**config.mk**
```make
export PLATFORM = sky130hd
export DESIGN_NAME = imux_top
export DESIGN_NICKNAME = d
export VERILOG_FILES = /design/src/imux_pin_sel.v /design/src/imux_top.v
export VERILOG_INCLUDE_DIRS = /design/src
export SDC_FILE = /design/constraint.sdc
export NUM_CORES = 1
export LEC_CHECK = 0
export BUFFER_PORTS_ARGS = -buffer_cell sky130_fd_sc_hd__buf_2
export CAP_MARGIN = 0
export CORE_MARGIN = 4
export CORE_UTILIZATION = 45
export DETAILED_ROUTE_END_ITERATION = 8
export PLACE_DENSITY = 0.72
export SETUP_SLACK_MARGIN = 0.15
export SYNTH_ARGS = -nofsm -noshare
export SYNTH_HDL_FRONTEND = slang
export SYNTH_SLANG_ARGS = --single-unit
export TNS_END_PERCENT = 100
```
**constraint.sdc**
```tcl
create_clock -name mclk -period 2.4 [get_ports mclk]
set_clock_uncertainty 0.05 [all_clocks]
set_input_delay 0.6 -clock mclk [delete_from_list [all_inputs] [get_ports mclk]]
set_output_delay 0.6 -clock mclk [all_outputs]
set_load 0.02 [all_outputs]
```
**src/imux_consts.vh**
```
// Constants for the indicator pin function multiplexer: register indices,
// field positions, reset values and function codes.
// Assumes a Wishbone slave with 32-bit data; each register is one word.
`ifndef IMUX_CONSTS_VH
`define IMUX_CONSTS_VH

// Register indices; the byte address is four times the index.
`define IMUX_IDX_IO_CFG        10'h302
`define IMUX_IDX_PIN1_CFG      10'h304
`define IMUX_IDX_PIN2_CFG      10'h305
`define IMUX_IDX_PIN3_CFG      10'h306
`define IMUX_IDX_PIN_STATUS    10'h308

// Field positions.
`define IMUX_FUNC_MSB          2
`define IMUX_FUNC_LSB          0
`define IMUX_CLKSEL_MSB        5
`define IMUX_CLKSEL_LSB        3
`define IMUX_CLK_DISABLE_BIT   6
`define IMUX_STATUS_BIT        0

// Reset values and the writable-bit mask of the IO config register.
`define IMUX_IO_CFG_RST        16'h0000
`define IMUX_IO_CFG_WMASK      16'hffc0
`define IMUX_PIN_CFG_RST       16'h0008
`define IMUX_STATUS_RST        16'h0002
`define IMUX_CLKSEL_RST        3'h1
`define IMUX_FUNC_RST          3'h0

// Function and clock source codes.
`define IMUX_FUNC_CLOCK        3'h1
`define IMUX_FUNC_REF_CLOCK    3'h6
`define IMUX_CLKSEL_PLL        3'h5
`define IMUX_CLKSEL_RECOVERED  3'h6

// Cycles after reset release before straps are sampled (sync depth).
`define IMUX_STRAP_WAIT        2'h2

`endif

```
**src/imux_pin_sel.v**
```verilog
// One pin's function selector: picks one of eight candidate sources.
// Assumes the caller has already placed each source at its code position.
`timescale 1ns/1ps
module imux_pin_sel (
	input  wire [2:0] code,
	input  wire [7:0] src,
	output wire       sel_out
);
	assign sel_out = src[code];
endmodule // imux_pin_sel

```
**src/imux_top.v**
```verilog
// Indicator pin function multiplexer with its Wishbone register file.
// Assumes indicator, wake, interrupt, collision, carrier sense and transmit
// error come from logic on mclk; clocks and straps arrive asynchronously.
//
// The Wishbone interface to the registers was decided locally.
`timescale 1ns/1ps
`include "imux_consts.vh"
module imux_top (
	input  wire        mclk,
	input  wire        rstn,
	input  wire        wb_cyc_i,
	input  wire        wb_stb_i,
	input  wire        wb_we_i,
	input  wire [11:0] wb_adr_i,
	input  wire [3:0]  wb_sel_i,
	input  wire [31:0] wb_dat_i,
	output reg  [31:0] wb_dat_o,
	output reg         wb_ack_o,
	input  wire        ind1_function,
	input  wire        ind2_function,
	input  wire        ind3_function,
	input  wire        wake_event,
	input  wire        interrupt_req,
	input  wire        collision,
	input  wire        carrier_sense,
	input  wire        tx_error,
	input  wire        pll_clock,
	input  wire        recovered_clock,
	input  wire        reference_clock_25mhz,
	input  wire        extended_mode_strap,
	input  wire        shared_pin_clock_strap,
	output reg         indicator_pin_1,
	output reg         indicator_pin_2,
	output reg         indicator_pin_3
);

	reg        rst_meta_q;
	reg        rst_sync_q;
	wire       rst_n;
	reg  [4:0] meta_q;
	reg  [4:0] sync_q;
	reg  [1:0] strap_cnt_q;
	reg        strap_done_q;
	reg        ext_mode_q;
	reg  [2:0] pin1_function_select_q;
	reg  [2:0] pin1_clock_source_select_q;
	reg  [2:0] pin2_function_select_q;
	wire [2:0] pin3_function_select;
	reg  [15:0] io_cfg_q;
	wire       shared_pin_clock_disable;
	wire       shared_pin_clock_disabled_status;
	wire [9:0] reg_idx;
	wire       req;
	wire       wr_en;
	reg  [15:0] rd_data;
	wire       pll_s;
	wire       rec_s;
	wire       ref_s;
	wire       ext_strap_s;
	wire       clk_strap_s;
	reg        pin1_clock;
	wire [7:0] pin1_src;
	wire [7:0] pin2_src;
	wire [7:0] pin3_src;
	wire       pin1_sel;
	wire       pin2_sel;
	wire       pin3_sel;
	wire       pin1_d;

	// Reset is asserted at once but released only through two flops.
	always @(posedge mclk or negedge rstn) begin
		if (!rstn) begin
			rst_meta_q <= 1'b0;
			rst_sync_q <= 1'b0;
		end else begin
			rst_meta_q <= 1'b1;
			rst_sync_q <= rst_meta_q;
		end
	end
	assign rst_n = rst_sync_q;

	// Clocks are sampled as levels at 10 MHz, so a routed clock is only a
	// coarse image of the real one; a pad-level bypass would be needed for
	// a clean waveform.
	always @(posedge mclk or negedge rst_n) begin
		if (!rst_n) begin
			meta_q <= 5'h00;
			sync_q <= 5'h00;
		end else begin
			meta_q <= {shared_pin_clock_strap, extended_mode_strap,
				reference_clock_25mhz, recovered_clock, pll_clock};
			sync_q <= meta_q;
		end
	end
	assign pll_s       = sync_q[0];
	assign rec_s       = sync_q[1];
	assign ref_s       = sync_q[2];
	assign ext_strap_s = sync_q[3];
	assign clk_strap_s = sync_q[4];

	// Wishbone decode; one wait state, ack dropped the cycle after it.
	assign reg_idx = wb_adr_i[11:2];
	assign req     = wb_cyc_i & wb_stb_i & ~wb_ack_o;
	assign wr_en   = req & wb_we_i;

	assign shared_pin_clock_disable = io_cfg_q[`IMUX_CLK_DISABLE_BIT];
	// Status follows the choice only in extended mode.
	assign shared_pin_clock_disabled_status =
		ext_mode_q & shared_pin_clock_disable;

	// Straps are caught once, after the synchronisers have filled.
	always @(posedge mclk or negedge rst_n) begin
		if (!rst_n) begin
			strap_cnt_q                <= 2'h0;
			strap_done_q               <= 1'b0;
			ext_mode_q                 <= 1'b0;
			pin1_function_select_q     <= `IMUX_FUNC_RST;
			pin1_clock_source_select_q <= `IMUX_CLKSEL_RST;
			pin2_function_select_q     <= `IMUX_FUNC_RST;
			io_cfg_q                   <= `IMUX_IO_CFG_RST;
		end else if (!strap_done_q) begin
			strap_cnt_q <= strap_cnt_q + 2'h1;
			if (strap_cnt_q == `IMUX_STRAP_WAIT) begin
				strap_done_q <= 1'b1;
				ext_mode_q   <= ext_strap_s;
				if (ext_strap_s && clk_strap_s) begin
					pin1_function_select_q <= `IMUX_FUNC_REF_CLOCK;
					io_cfg_q[`IMUX_CLK_DISABLE_BIT] <= 1'b0;
				end else if (ext_strap_s) begin
					pin1_function_select_q <= `IMUX_FUNC_RST;
					io_cfg_q[`IMUX_CLK_DISABLE_BIT] <= 1'b1;
				end
			end
		end else if (wr_en) begin
			case (reg_idx)
			`IMUX_IDX_IO_CFG: begin
				if (wb_sel_i[0])
					io_cfg_q[7:6] <= wb_dat_i[7:6];
				if (wb_sel_i[1])
					io_cfg_q[15:8] <= wb_dat_i[15:8];
			end
			`IMUX_IDX_PIN1_CFG: begin
				if (wb_sel_i[0]) begin
					pin1_function_select_q <=
						wb_dat_i[`IMUX_FUNC_MSB:`IMUX_FUNC_LSB];
					pin1_clock_source_select_q <=
						wb_dat_i[`IMUX_CLKSEL_MSB:`IMUX_CLKSEL_LSB];
				end
			end
			`IMUX_IDX_PIN2_CFG: begin
				if (wb_sel_i[0])
					pin2_function_select_q <=
						wb_dat_i[`IMUX_FUNC_MSB:`IMUX_FUNC_LSB];
			end
			default: begin
				// Pin 3 and status are read-only; others are unmapped.
			end
			endcase
		end
	end

	// Pin 3 function is fixed at its reset code; a continuous assignment
	// is used because a process that reads nothing would never run.
	assign pin3_function_select = `IMUX_FUNC_RST;

	// Reserved fields read back their reset values.
	always @* begin
		rd_data = 16'h0000;
		case (reg_idx)
		`IMUX_IDX_IO_CFG:
			rd_data = io_cfg_q & `IMUX_IO_CFG_WMASK;
		`IMUX_IDX_PIN1_CFG:
			rd_data = {10'h000, pin1_clock_source_select_q,
				pin1_function_select_q};
		`IMUX_IDX_PIN2_CFG:
			rd_data = {10'h000, `IMUX_CLKSEL_RST,
				pin2_function_select_q};
		`IMUX_IDX_PIN3_CFG:
			rd_data = {10'h000, `IMUX_CLKSEL_RST,
				pin3_function_select};
		`IMUX_IDX_PIN_STATUS:
			rd_data = `IMUX_STATUS_RST |
				{15'h0000, shared_pin_clock_disabled_status};
		default:
			rd_data = 16'h0000;
		endcase
	end

	always @(posedge mclk or negedge rst_n) begin
		if (!rst_n) begin
			wb_ack_o <= 1'b0;
			wb_dat_o <= 32'h00000000;
		end else begin
			wb_ack_o <= req;
			if (req && !wb_we_i)
				wb_dat_o <= {16'h0000, rd_data};
		end
	end

	// Clock source for pin 1 code 1; reserved selections drive low.
	always @* begin
		case (pin1_clock_source_select_q)
		`IMUX_CLKSEL_PLL:       pin1_clock = pll_s;
		`IMUX_CLKSEL_RECOVERED: pin1_clock = rec_s;
		default:                pin1_clock = 1'b0;
		endcase
	end

	// Source vectors, indexed by function code.
	assign pin1_src = {1'b0, ref_s, tx_error, interrupt_req, 1'b0,
		wake_event, pin1_clock, ind1_function};
	assign pin2_src = {1'b1, collision, collision, interrupt_req,
		collision, wake_event, 1'b0, ind2_function};
	assign pin3_src = {1'b1, carrier_sense, carrier_sense, interrupt_req,
		carrier_sense, wake_event, 1'b0, ind3_function};

	imux_pin_sel u_pin1 (
		.code    (pin1_function_select_q),
		.src     (pin1_src),
		.sel_out (pin1_sel)
	);
	imux_pin_sel u_pin2 (
		.code    (pin2_function_select_q),
		.src     (pin2_src),
		.sel_out (pin2_sel)
	);
	imux_pin_sel u_pin3 (
		.code    (pin3_function_select),
		.src     (pin3_src),
		.sel_out (pin3_sel)
	);

	// In extended mode the shared pin carries the 25 MHz clock unless
	// software or a low shared pin clock strap hands it to the pin 1 function.
	assign pin1_d = (ext_mode_q && !shared_pin_clock_disable) ?
		ref_s : pin1_sel;

	always @(posedge mclk or negedge rst_n) begin
		if (!rst_n) begin
			indicator_pin_1 <= 1'b0;
			indicator_pin_2 <= 1'b0;
			indicator_pin_3 <= 1'b0;
		end else begin
			indicator_pin_1 <= pin1_d;
			indicator_pin_2 <= pin2_sel;
			indicator_pin_3 <= pin3_sel;
		end
	end

endmodule // imux_top

```
; Word level (Yosys, flattened, before mapping)
; Cells that the tools add are included.
[op_classes]
addsub = 1
n_lt_le_gt_ge = 2
n_eq_ne = 12
mux = 23
bitwise_logic = 6
n_reduce_logical = 14
[op_table]
columns = operator, n
row1 = $pmux 16 s5, 1
row2 = $eq 10x10->1 const B, 5
row3 = $mux 3, 7
row4 = $reduce_and 4->1, 4
row5 = $mux 1, 12
row6 = $reduce_and 5->1, 2
row7 = $lt 3x4->1 const B, 2
row8 = $bmux 1 s3, 2
row9 = $eq 3x3->1 const B, 2
row10 = $ne 2x1->1 const B, 3
row11 = $and 1x1->1, 4
row12 = $logic_and 1x1->1, 3
row13 = $reduce_bool 3->1, 1
row14 = $add 2x1->2 const B, 1
row15 = $eq 2x2->1 const B, 1
row16 = $logic_not 1->1, 2
row17 = $ne 2x2->1 const B, 1
row18 = $not 1->1, 2
row19 = $pmux 1 s2, 1
row20 = $reduce_and 2->1, 1
row21 = $reduce_bool 2->1, 1
[word_totals]
register_bits = 55
input_bits = 66
output_inout_bits = 36
wordCells = 76

; Longest topological paths before layout
; Gate-level depths: netlist (run 1).
[logic_depth]
ltp_word = 5
mapped_depth = 6
depth_no_buf = 6

; Modules after synthesis
; From an unflattened synthesis (run 1), not the netlist that was laid out.
[unflattened]
cells_unflattened = 198
hier_area_um2 = 2531.2
[by_module_without_submodules]
columns = mod, instances, cells_per_inst, area_per_inst_um2, seq_area_each_um2
row1 = imux_top, 1, 189, 2339.7, 1377.6
row2 = imux_pin_sel, 3, 3, 63.8, 0.0

; Worst setup path before layout (run 1)
; OpenSTA, ideal clock, no wires.
[synth_path]
path_type = input-to-reg
start = input port wb_adr_i[2]
end = register io_cfg_q[10]
setup_ns = 0.125
t_arrival_ns = 1.796
t_required_ns = 2.225
setup_slack_ns = 0.429
cell_stages = 5
n_path_buf = 1
cell_sequence = buf_4 > nor4b_4 > nand2_1 > nor3_4 > mux2_2
[synth_via]
elab_chain_cells = 2
[synth_lines]
columns = element, line_no
row1 = start: declaration, imux_top.v:14  ; input wire [11:0] wb_adr_i,
row2 = $eq 10x10->1, imux_top.v:135  ; case (reg_idx)
row3 = $reduce_and 4->1 (no line), --
row4 = end signal: assignment, imux_top.v:120  ; io_cfg_q <= `IMUX_IO_CFG_RST;
row5 = end signal: assignment, imux_top.v:140  ; io_cfg_q[15:8] <= wb_dat_i[15:8];
row6 = end: declaration, imux_top.v:49  ; reg [15:0] io_cfg_q;
; No other way between the ends.
; A chain may end at the register's enable or synchronous reset.

; Final worst setup path (run 1)
[layout_path]
start = input port wb_adr_i[8]
end = register io_cfg_q[12]
; Same word-level chain as after synthesis.

==> flow_results.xml, run 1 <==
<?xml version="1.0" encoding="UTF-8"?>
<metrics>
  <group name="outcome">
    <metric name="status" unit="">completed</metric>
  </group>
  <group name="finish">
    <metric name="nets" unit="">331</metric>
    <metric name="area_delta_synth_final" unit="%">18.6</metric>
    <metric name="finish.utilization" unit="">0.561</metric>
    <metric name="post_route_cells_drive_above_1_share" unit="">0.415</metric>
    <metric name="commonest_non_fill_non_tap_cell_in_the_layout" unit="">sky130_fd_sc_hd__buf_2</metric>
    <metric name="antennaDiodeCount" unit="">0</metric>
    <metric name="n_fill_cell" unit="">462</metric>
    <metric name="most_frequent_cells_in_the_layout" unit="">sky130_fd_sc_hd__buf_2, sky130_fd_sc_hd__dfrtp_1, sky130_fd_sc_hd__mux2_2, sky130_fd_sc_hd__conb_1, sky130_fd_sc_hd__nand2_1</metric>
  </group>
  <group name="global_routing">
    <metric name="global_route_met1_utilization" unit="">0.220</metric>
    <metric name="gr-total-overflow" unit="">0</metric>
    <metric name="global_route_wire_length_before_repair" unit="µm">7870</metric>
    <metric name="vias_in_the_first_global_route" unit="">1652</metric>
    <metric name="busiest_layer" unit="">met2</metric>
    <metric name="globalRouteTotalUtil" unit="">0.161</metric>
    <metric name="grt_util_met2" unit="">0.229</metric>
    <metric name="global_route.usage.met3" unit="">0.0713</metric>
    <metric name="grt_antenna_before_repair" unit="">0</metric>
    <metric name="grt_max_degree" unit="">34</metric>
  </group>
  <group name="pwr">
    <metric name="power_density" unit="nW/µm²">567</metric>
    <metric name="power.leakage" unit="nW">1.44</metric>
    <metric name="max-vdd-ir-drop" unit="V">0.000469</metric>
  </group>
  <group name="min_path">
    <metric name="worst_hold_path_type" unit="">register to asynchronous set/reset pin</metric>
  </group>
  <group name="logic_synthesis">
    <metric name="ys_async_sr_fraction" unit="">1.00</metric>
    <metric name="synth_enable_flop_cells" unit="">0</metric>
    <metric name="ys_warns" unit="">0</metric>
    <metric name="synthesis.area" unit="µm²">2450</metric>
    <metric name="yosys_register_bits" unit="">55</metric>
    <metric name="avgSynthCellArea" unit="µm²">12.6</metric>
    <metric name="synth_seq_area_share" unit="">0.563</metric>
    <metric name="netlist-cell-type-count" unit="">45</metric>
    <metric name="post_syn_instances" unit="">194</metric>
    <metric name="synth_flop_cell" unit="">sky130_fd_sc_hd__dfrtp_1</metric>
  </group>
  <group name="detailed_routing">
    <metric name="viasPerCell" unit="">5.08</metric>
    <metric name="postRouteAntennaNets" unit="">0</metric>
    <metric name="via_count" unit="">1702</metric>
    <metric name="finalWirelength" unit="µm">4880</metric>
    <metric name="drt_iter0_drc" unit="">100</metric>
    <metric name="first_pass_detailed_route_iteration_total" unit="">4</metric>
    <metric name="drt_drc_violations_left" unit="">0</metric>
    <metric name="wl_per_cell" unit="µm">14.6</metric>
  </group>
  <group name="flow_run">
    <metric name="drv_cap" unit="">0</metric>
  </group>
  <group name="timing">
    <metric name="fin_crit" unit="ns">1.84</metric>
    <metric name="layout_setup_ws" unit="ns">0.561</metric>
    <metric name="tightestPinTransition" unit="ns">0.708</metric>
    <metric name="relSlewSlack" unit="">0.528</metric>
    <metric name="timing.fmax" unit="MHz">544</metric>
    <metric name="setup_repair_after_global_routing_missed_its_margin" unit="">no</metric>
    <metric name="setup_total_negative_slack" unit="ns">0</metric>
    <metric name="final_max_slew_viol_count" unit="">0</metric>
    <metric name="fin_hold_viols" unit="">0</metric>
    <metric name="timing.final.crit_share" unit="">0.766</metric>
    <metric name="report.final.setup_viol" unit="">0</metric>
  </group>
  <group name="worst_setup_path">
    <metric name="crit_type" unit="">input port to register</metric>
    <metric name="r2r-start" unit="">strap_done_q$_DFF_PN0_</metric>
    <metric name="ff2ff_setup_slack" unit="ns">0.57</metric>
    <metric name="ff2ff_path_depth" unit="">4</metric>
    <metric name="critical_path.startpoint_type" unit="">input port</metric>
    <metric name="crit_fanout" unit="">8</metric>
    <metric name="setup.worst_path.start" unit="">wb_adr_i[8]</metric>
    <metric name="worst_ep_required_time" unit="ns">2.57</metric>
    <metric name="worst_setup_path_end_kind" unit="">register</metric>
    <metric name="rr_endpoint" unit="">pin2_function_select_q[2]$_DFFE_PN0P_</metric>
    <metric name="timing.critical_path.arrival" unit="ns">2.01</metric>
  </group>
  <group name="floorplan">
    <metric name="die_area" unit="µm²">6680</metric>
    <metric name="die_w" unit="µm">81.7</metric>
    <metric name="start_util" unit="">0.473</metric>
    <metric name="design.portCount" unit="">102</metric>
    <metric name="die_y_extent" unit="µm">81.7</metric>
    <metric name="standard_cell_row_count" unit="">26</metric>
    <metric name="placeable_core_region" unit="µm²">5170</metric>
  </group>
  <group name="clocking">
    <metric name="post_cts_buffers" unit="">0</metric>
    <metric name="numClockSinks" unit="">55</metric>
    <metric name="cts_htree_levels" unit="">2</metric>
    <metric name="clock_tree.buffer_depth" unit="">2</metric>
    <metric name="clk_pin_slew_worst_paths" unit="ns">0.11</metric>
    <metric name="cts_tree" unit="">done</metric>
    <metric name="cts-buffers-inserted" unit="">5</metric>
    <metric name="cts-root-buf" unit="">sky130_fd_sc_hd__clkbuf_8</metric>
    <metric name="worstSkewPairLatency" unit="ns">0.32</metric>
  </group>
  <group name="placement">
    <metric name="post-dp-hpwl" unit="µm">3710</metric>
    <metric name="finalWeightedCongestion" unit="">0.805</metric>
    <metric name="pre_cts_slack" unit="ns">0.192</metric>
    <metric name="port-buffer-count" unit="">64</metric>
  </group>
</metrics>
## power by group
group	switching (W)	total [W]	internal, W	leakage [nW]
clock network	0.000333	0.000550	0.000217	0.0467
logic	0.0000763	0.000130	0.0000533	0.690
registers	0.0000196	0.000964	0.000944	0.702
total	0.000429	0.00164	0.00121	1.44
## final cells by class
type                    count  area, µm²  share of cell area
repair buffers             68        353               0.122
well taps                  70       87.6              0.0302
clock inverters             3       27.5             0.00949
clock buffers               5       68.8              0.0237
flip-flops and latches     55       1380               0.475
inverters                   4       15.0             0.00518
multi-input cells         130        970               0.334
## cells in the mapped netlist, drive strengths merged (2+ instances only)
cell type  instances  area, µm²
nor3               4       36.3
o221a              2       22.5
nor4b              3       71.3
conb               2       7.51
o211ai             2       15.0
or2                4       25.0
nand3              3       15.0
a21oi              3       15.0
or3                2       12.5
nand4              2       12.5
nand2             16       62.6
a22o              14        123
nor2b              3       18.8
and2               2       12.5
o21ai              9       45.0
nor2               6       25.0
buf               18        133
dfrtp             54       1350
inv                4       15.0
clkbuf             2       7.51
a32oi              2       17.5
mux2              18        203
a311o              2       20.0
nor4               2       12.5
## stage by stage
stage               hold WS, ns  instances  total power [W]  area [µm²]
global placement          0.284        326          0.00111        2790
CTS                       0.294        335          0.00167        2900
finish                    0.271        335          0.00164        2900
floorplan                 0.254        209          0.00107        2500
global route              0.302        335          0.00172        2900
detailed placement        0.285        326          0.00111        2790
## logic make-up after synthesis
logic type,share of synthesized area
compound gates,0.119
fa+ha+maj,0.00511
mux,0.0962
other cells,0.00307
buf+inv,0.0634
flops,0.563
xor+xnor,0.00358
simple gates,0.147
## worst max-delay path by stage
stage                     cells past startpoint                                    end
after global placement                        5               io_cfg_q[12]$_DFFE_PN0P_
after global routing                          4  pin2_function_select_q[0]$_DFFE_PN0P_
after detailed placement                      5               io_cfg_q[13]$_DFFE_PN0P_
after CTS                                     4  pin2_function_select_q[2]$_DFFE_PN0P_
after floorplan                               5               io_cfg_q[10]$_DFFE_PN0P_
final                                         5               io_cfg_q[12]$_DFFE_PN0P_
## timing repair
| action | CTS | global route |
|---|---|---|
| resized for setup | 0 | 0 |
| hold buffers | 1 | 0 |
| hold endpoints to repair | 2 | 0 |
## critical path, cell delays in order
cell and delay (ns):
sky130_fd_sc_hd__buf_2 0.09, sky130_fd_sc_hd__and4bb_2 0.36, sky130_fd_sc_hd__nand2_1 0.16, sky130_fd_sc_hd__nor3_4 0.41, sky130_fd_sc_hd__mux2_2 0.39
## registers in the layout, summed over array words and instances (netlist names), 2 cells and up
| name | cells |
|---|---|
| pin1_function_select_q | 3 |
| pin2_function_select_q | 3 |
| pin1_clock_source_select_q | 3 |
| wb_dat_o | 16 |
| io_cfg_q | 10 |
| meta_q | 5 |
| strap_cnt_q | 2 |
| sync_q | 5 |
## per-layer routing
metal / vias up / share of wire
met4: 0 / 0.013
met2: 68 / 0.44
met1: 814 / 0.43
met3: 5 / 0.12
li1: 815 / -
met5: - / 0
No activity file was read; power rests on OpenSTA's default activity.
==> run 2, diff against run 1 <==
==> constraint.sdc (replaced) <==
create_clock -name mclk -period 1.9 [get_ports mclk]
set_clock_uncertainty 0.05 [all_clocks]
set_input_delay 0.475 -clock mclk [delete_from_list [all_inputs] [get_ports mclk]]
set_output_delay 0.475 -clock mclk [all_outputs]
set_load 0.02 [all_outputs]
==> flow_results.xml, run 2 (synthesis gave the netlist of run 1 again) <==
<?xml version="1.0" encoding="UTF-8"?>
<metrics>
  <group name="outcome">
    <metric name="status" unit="">completed</metric>
  </group>
  <group name="worst_setup_path">
    <metric name="worst_ep_required_time" unit="ns">2.05</metric>
    <metric name="timing.critical_path.arrival" unit="ns">1.87</metric>
    <metric name="timing.critical_path.slowest_cell_delay" unit="ns">0.40</metric>
    <metric name="setup.worst_path.start" unit="">wb_ack_o$_DFF_PN0_</metric>
    <metric name="timing.critical_path.cells" unit="">and4b_2, nand2_4, nor4b_4, mux2_2</metric>
    <metric name="r2r-start" unit="">wb_ack_o$_DFF_PN0_</metric>
    <metric name="critical_path.startpoint_type" unit="">register</metric>
    <metric name="crit_type" unit="">register to register</metric>
    <metric name="crit_fanout" unit="">3</metric>
    <metric name="cpMaxStageDelayCell" unit="">sky130_fd_sc_hd__dfrtp_1</metric>
    <metric name="worst_setup_path_end_kind" unit="">register</metric>
  </group>
  <group name="global_routing">
    <metric name="gr-total-overflow" unit="">0</metric>
    <metric name="global_route_wire_length_before_repair" unit="µm">7980</metric>
    <metric name="grt_antenna_before_repair" unit="">0</metric>
    <metric name="grt_max_degree" unit="">30</metric>
    <metric name="vias_in_the_first_global_route" unit="">1772</metric>
    <metric name="globalRouteTotalUtil" unit="">0.158</metric>
  </group>
  <group name="floorplan">
    <metric name="die_w" unit="µm">81.7</metric>
    <metric name="design.portCount" unit="">102</metric>
    <metric name="placeable_core_region" unit="µm²">5170</metric>
    <metric name="standard_cell_row_count" unit="">26</metric>
    <metric name="start_util" unit="">0.473</metric>
    <metric name="die_y_extent" unit="µm">81.7</metric>
    <metric name="die_area" unit="µm²">6680</metric>
  </group>
  <group name="clocking">
    <metric name="cts_tree" unit="">done</metric>
    <metric name="cts-root-buf" unit="">sky130_fd_sc_hd__clkbuf_8</metric>
    <metric name="worstSkewPairLatency" unit="ns">0.30</metric>
    <metric name="clock_tree.buffer_depth" unit="">2</metric>
    <metric name="clk_pin_slew_worst_paths" unit="ns">0.10</metric>
    <metric name="post_cts_buffers" unit="">0</metric>
    <metric name="cts_htree_levels" unit="">2</metric>
    <metric name="numClockSinks" unit="">55</metric>
    <metric name="cts-buffers-inserted" unit="">5</metric>
  </group>
  <group name="finish">
    <metric name="largest_registers" unit="">wb_dat_o (16), io_cfg_q (10)</metric>
    <metric name="nets" unit="">347</metric>
    <metric name="finish.utilization" unit="">0.588</metric>
    <metric name="n_fill_cell" unit="">445</metric>
    <metric name="commonest_non_fill_non_tap_cell_in_the_layout" unit="">sky130_fd_sc_hd__buf_2</metric>
    <metric name="area_delta_synth_final" unit="%">24.2</metric>
    <metric name="most_frequent_cells_in_the_layout" unit="">sky130_fd_sc_hd__buf_2, sky130_fd_sc_hd__dfrtp_1, sky130_fd_sc_hd__buf_4, sky130_fd_sc_hd__mux2_2, sky130_fd_sc_hd__conb_1</metric>
    <metric name="antennaDiodeCount" unit="">0</metric>
    <metric name="post_route_cells_drive_above_1_share" unit="">0.452</metric>
    <metric name="largest_register_ff_count" unit="">16</metric>
    <metric name="register_name_with_the_most_flops" unit="">wb_dat_o</metric>
  </group>
  <group name="flow_run">
    <metric name="drv_cap" unit="">0</metric>
  </group>
  <group name="detailed_routing">
    <metric name="postRouteAntennaNets" unit="">0</metric>
    <metric name="drt_drc_violations_left" unit="">0</metric>
    <metric name="via_count" unit="">1765</metric>
    <metric name="finalWirelength" unit="µm">4960</metric>
    <metric name="viasPerCell" unit="">5.03</metric>
    <metric name="wl_per_cell" unit="µm">14.1</metric>
    <metric name="drt_iter0_drc" unit="">54</metric>
    <metric name="first_pass_detailed_route_iteration_total" unit="">4</metric>
  </group>
  <group name="timing">
    <metric name="timing.fmax" unit="MHz">582</metric>
    <metric name="timing.final.crit_share" unit="">0.904</metric>
    <metric name="setup_repair_after_global_routing_missed_its_margin" unit="">yes</metric>
    <metric name="relSlewSlack" unit="">0.629</metric>
    <metric name="report.final.setup_viol" unit="">0</metric>
    <metric name="tightestPinTransition" unit="ns">0.557</metric>
    <metric name="fin_hold_viols" unit="">0</metric>
    <metric name="fin_crit" unit="ns">1.72</metric>
    <metric name="fin_worst_hold_slack" unit="ns">0.208</metric>
    <metric name="final_max_slew_viol_count" unit="">0</metric>
  </group>
  <group name="min_path">
    <metric name="worst_hold_path_type" unit="">register to asynchronous set/reset pin</metric>
  </group>
  <group name="placement">
    <metric name="finalWeightedCongestion" unit="">0.766</metric>
    <metric name="post-dp-hpwl" unit="µm">3910</metric>
    <metric name="port-buffer-count" unit="">64</metric>
  </group>
  <group name="pwr">
    <metric name="totalPowerFinal" unit="W">0.00202</metric>
    <metric name="max-vdd-ir-drop" unit="V">0.000474</metric>
    <metric name="power_density" unit="nW/µm²">664</metric>
    <metric name="power.leakage" unit="nW">1.52</metric>
  </group>
</metrics>
run 2: layer usage:
| layer | share of wire | vias up | GRT usage |
|---|---|---|---|
| met5 | 0 | - | 0 |
| met2 | 0.47 | 69 | 0.260 |
| li1 | - | 843 | - |
| met1 | 0.43 | 845 | 0.202 |
| met3 | 0.087 | 8 | 0.0471 |
| met4 | 0.015 | 0 | 0.0465 |
run 2: worst paths after layout:
| kind | end | slack [ns] | cells past startpoint |
|---|---|---|---|
| min in group mclk | meta_q[2]$_DFF_PN0_ | 0.22 | 1 |
| worst max-delay path | pin2_function_select_q[2]$_DFFE_PN0P_ | 0.18 | 4 |
| worst max register to register | pin2_function_select_q[2]$_DFFE_PN0P_ | 0.18 | 4 |
| max in group asynchronous | wb_ack_o$_DFF_PN0_ | 1.03 | 1 |
| worst min-delay path | wb_dat_o[3]$_DFFE_PN0P_ | 0.21 | 0 |
| worst min register to register | wb_dat_o[3]$_DFFE_PN0P_ | 0.21 | 0 |
run 2: area by class of cell:
cell class / count / area (µm²) / area share
well taps: 70 / 87.6 / 0.0288
inverters: 4 / 15.0 / 0.00494
repair buffers: 84 / 485 / 0.160
clock inverters: 1 / 7.51 / 0.00247
clock buffers: 7 / 76.3 / 0.0251
flip-flops and latches: 55 / 1380 / 0.454
multi-input cells: 130 / 988 / 0.325
run 2: through the flow:
step	setup TNS (ns)	std cells	area [µm²]	setup WS [ns]
detailed placement	-0.683	342	2930	-0.112
global route	0	351	3040	0.122
global placement	-0.492	342	2930	-0.0827
CTS	0	351	3020	0.174
finish	0	351	3040	0.182
floorplan	0	209	2510	0.0769
run 2: power by group:
part           internal (W)  leakage, nW  total (W)  switching [W]
sequential          0.00119        0.702    0.00121      0.0000222
combinational     0.0000809        0.781   0.000186       0.000105
clock              0.000262       0.0385   0.000618       0.000356
total               0.00154         1.52    0.00202       0.000483
run 2: timing repair:
item                                    in CTS  in global routing
gates resized for setup                      0                  4
hold buffers                                 1                  0
endpoints found under the setup margin       0                  6
hold endpoints to repair                     2                  0
run 2: worst max-delay path, delay by kind of cell (launching register included):
kind,cells,cell delay [ns]
simple gates,3,0.80
flops,1,0.40
mux,1,0.37
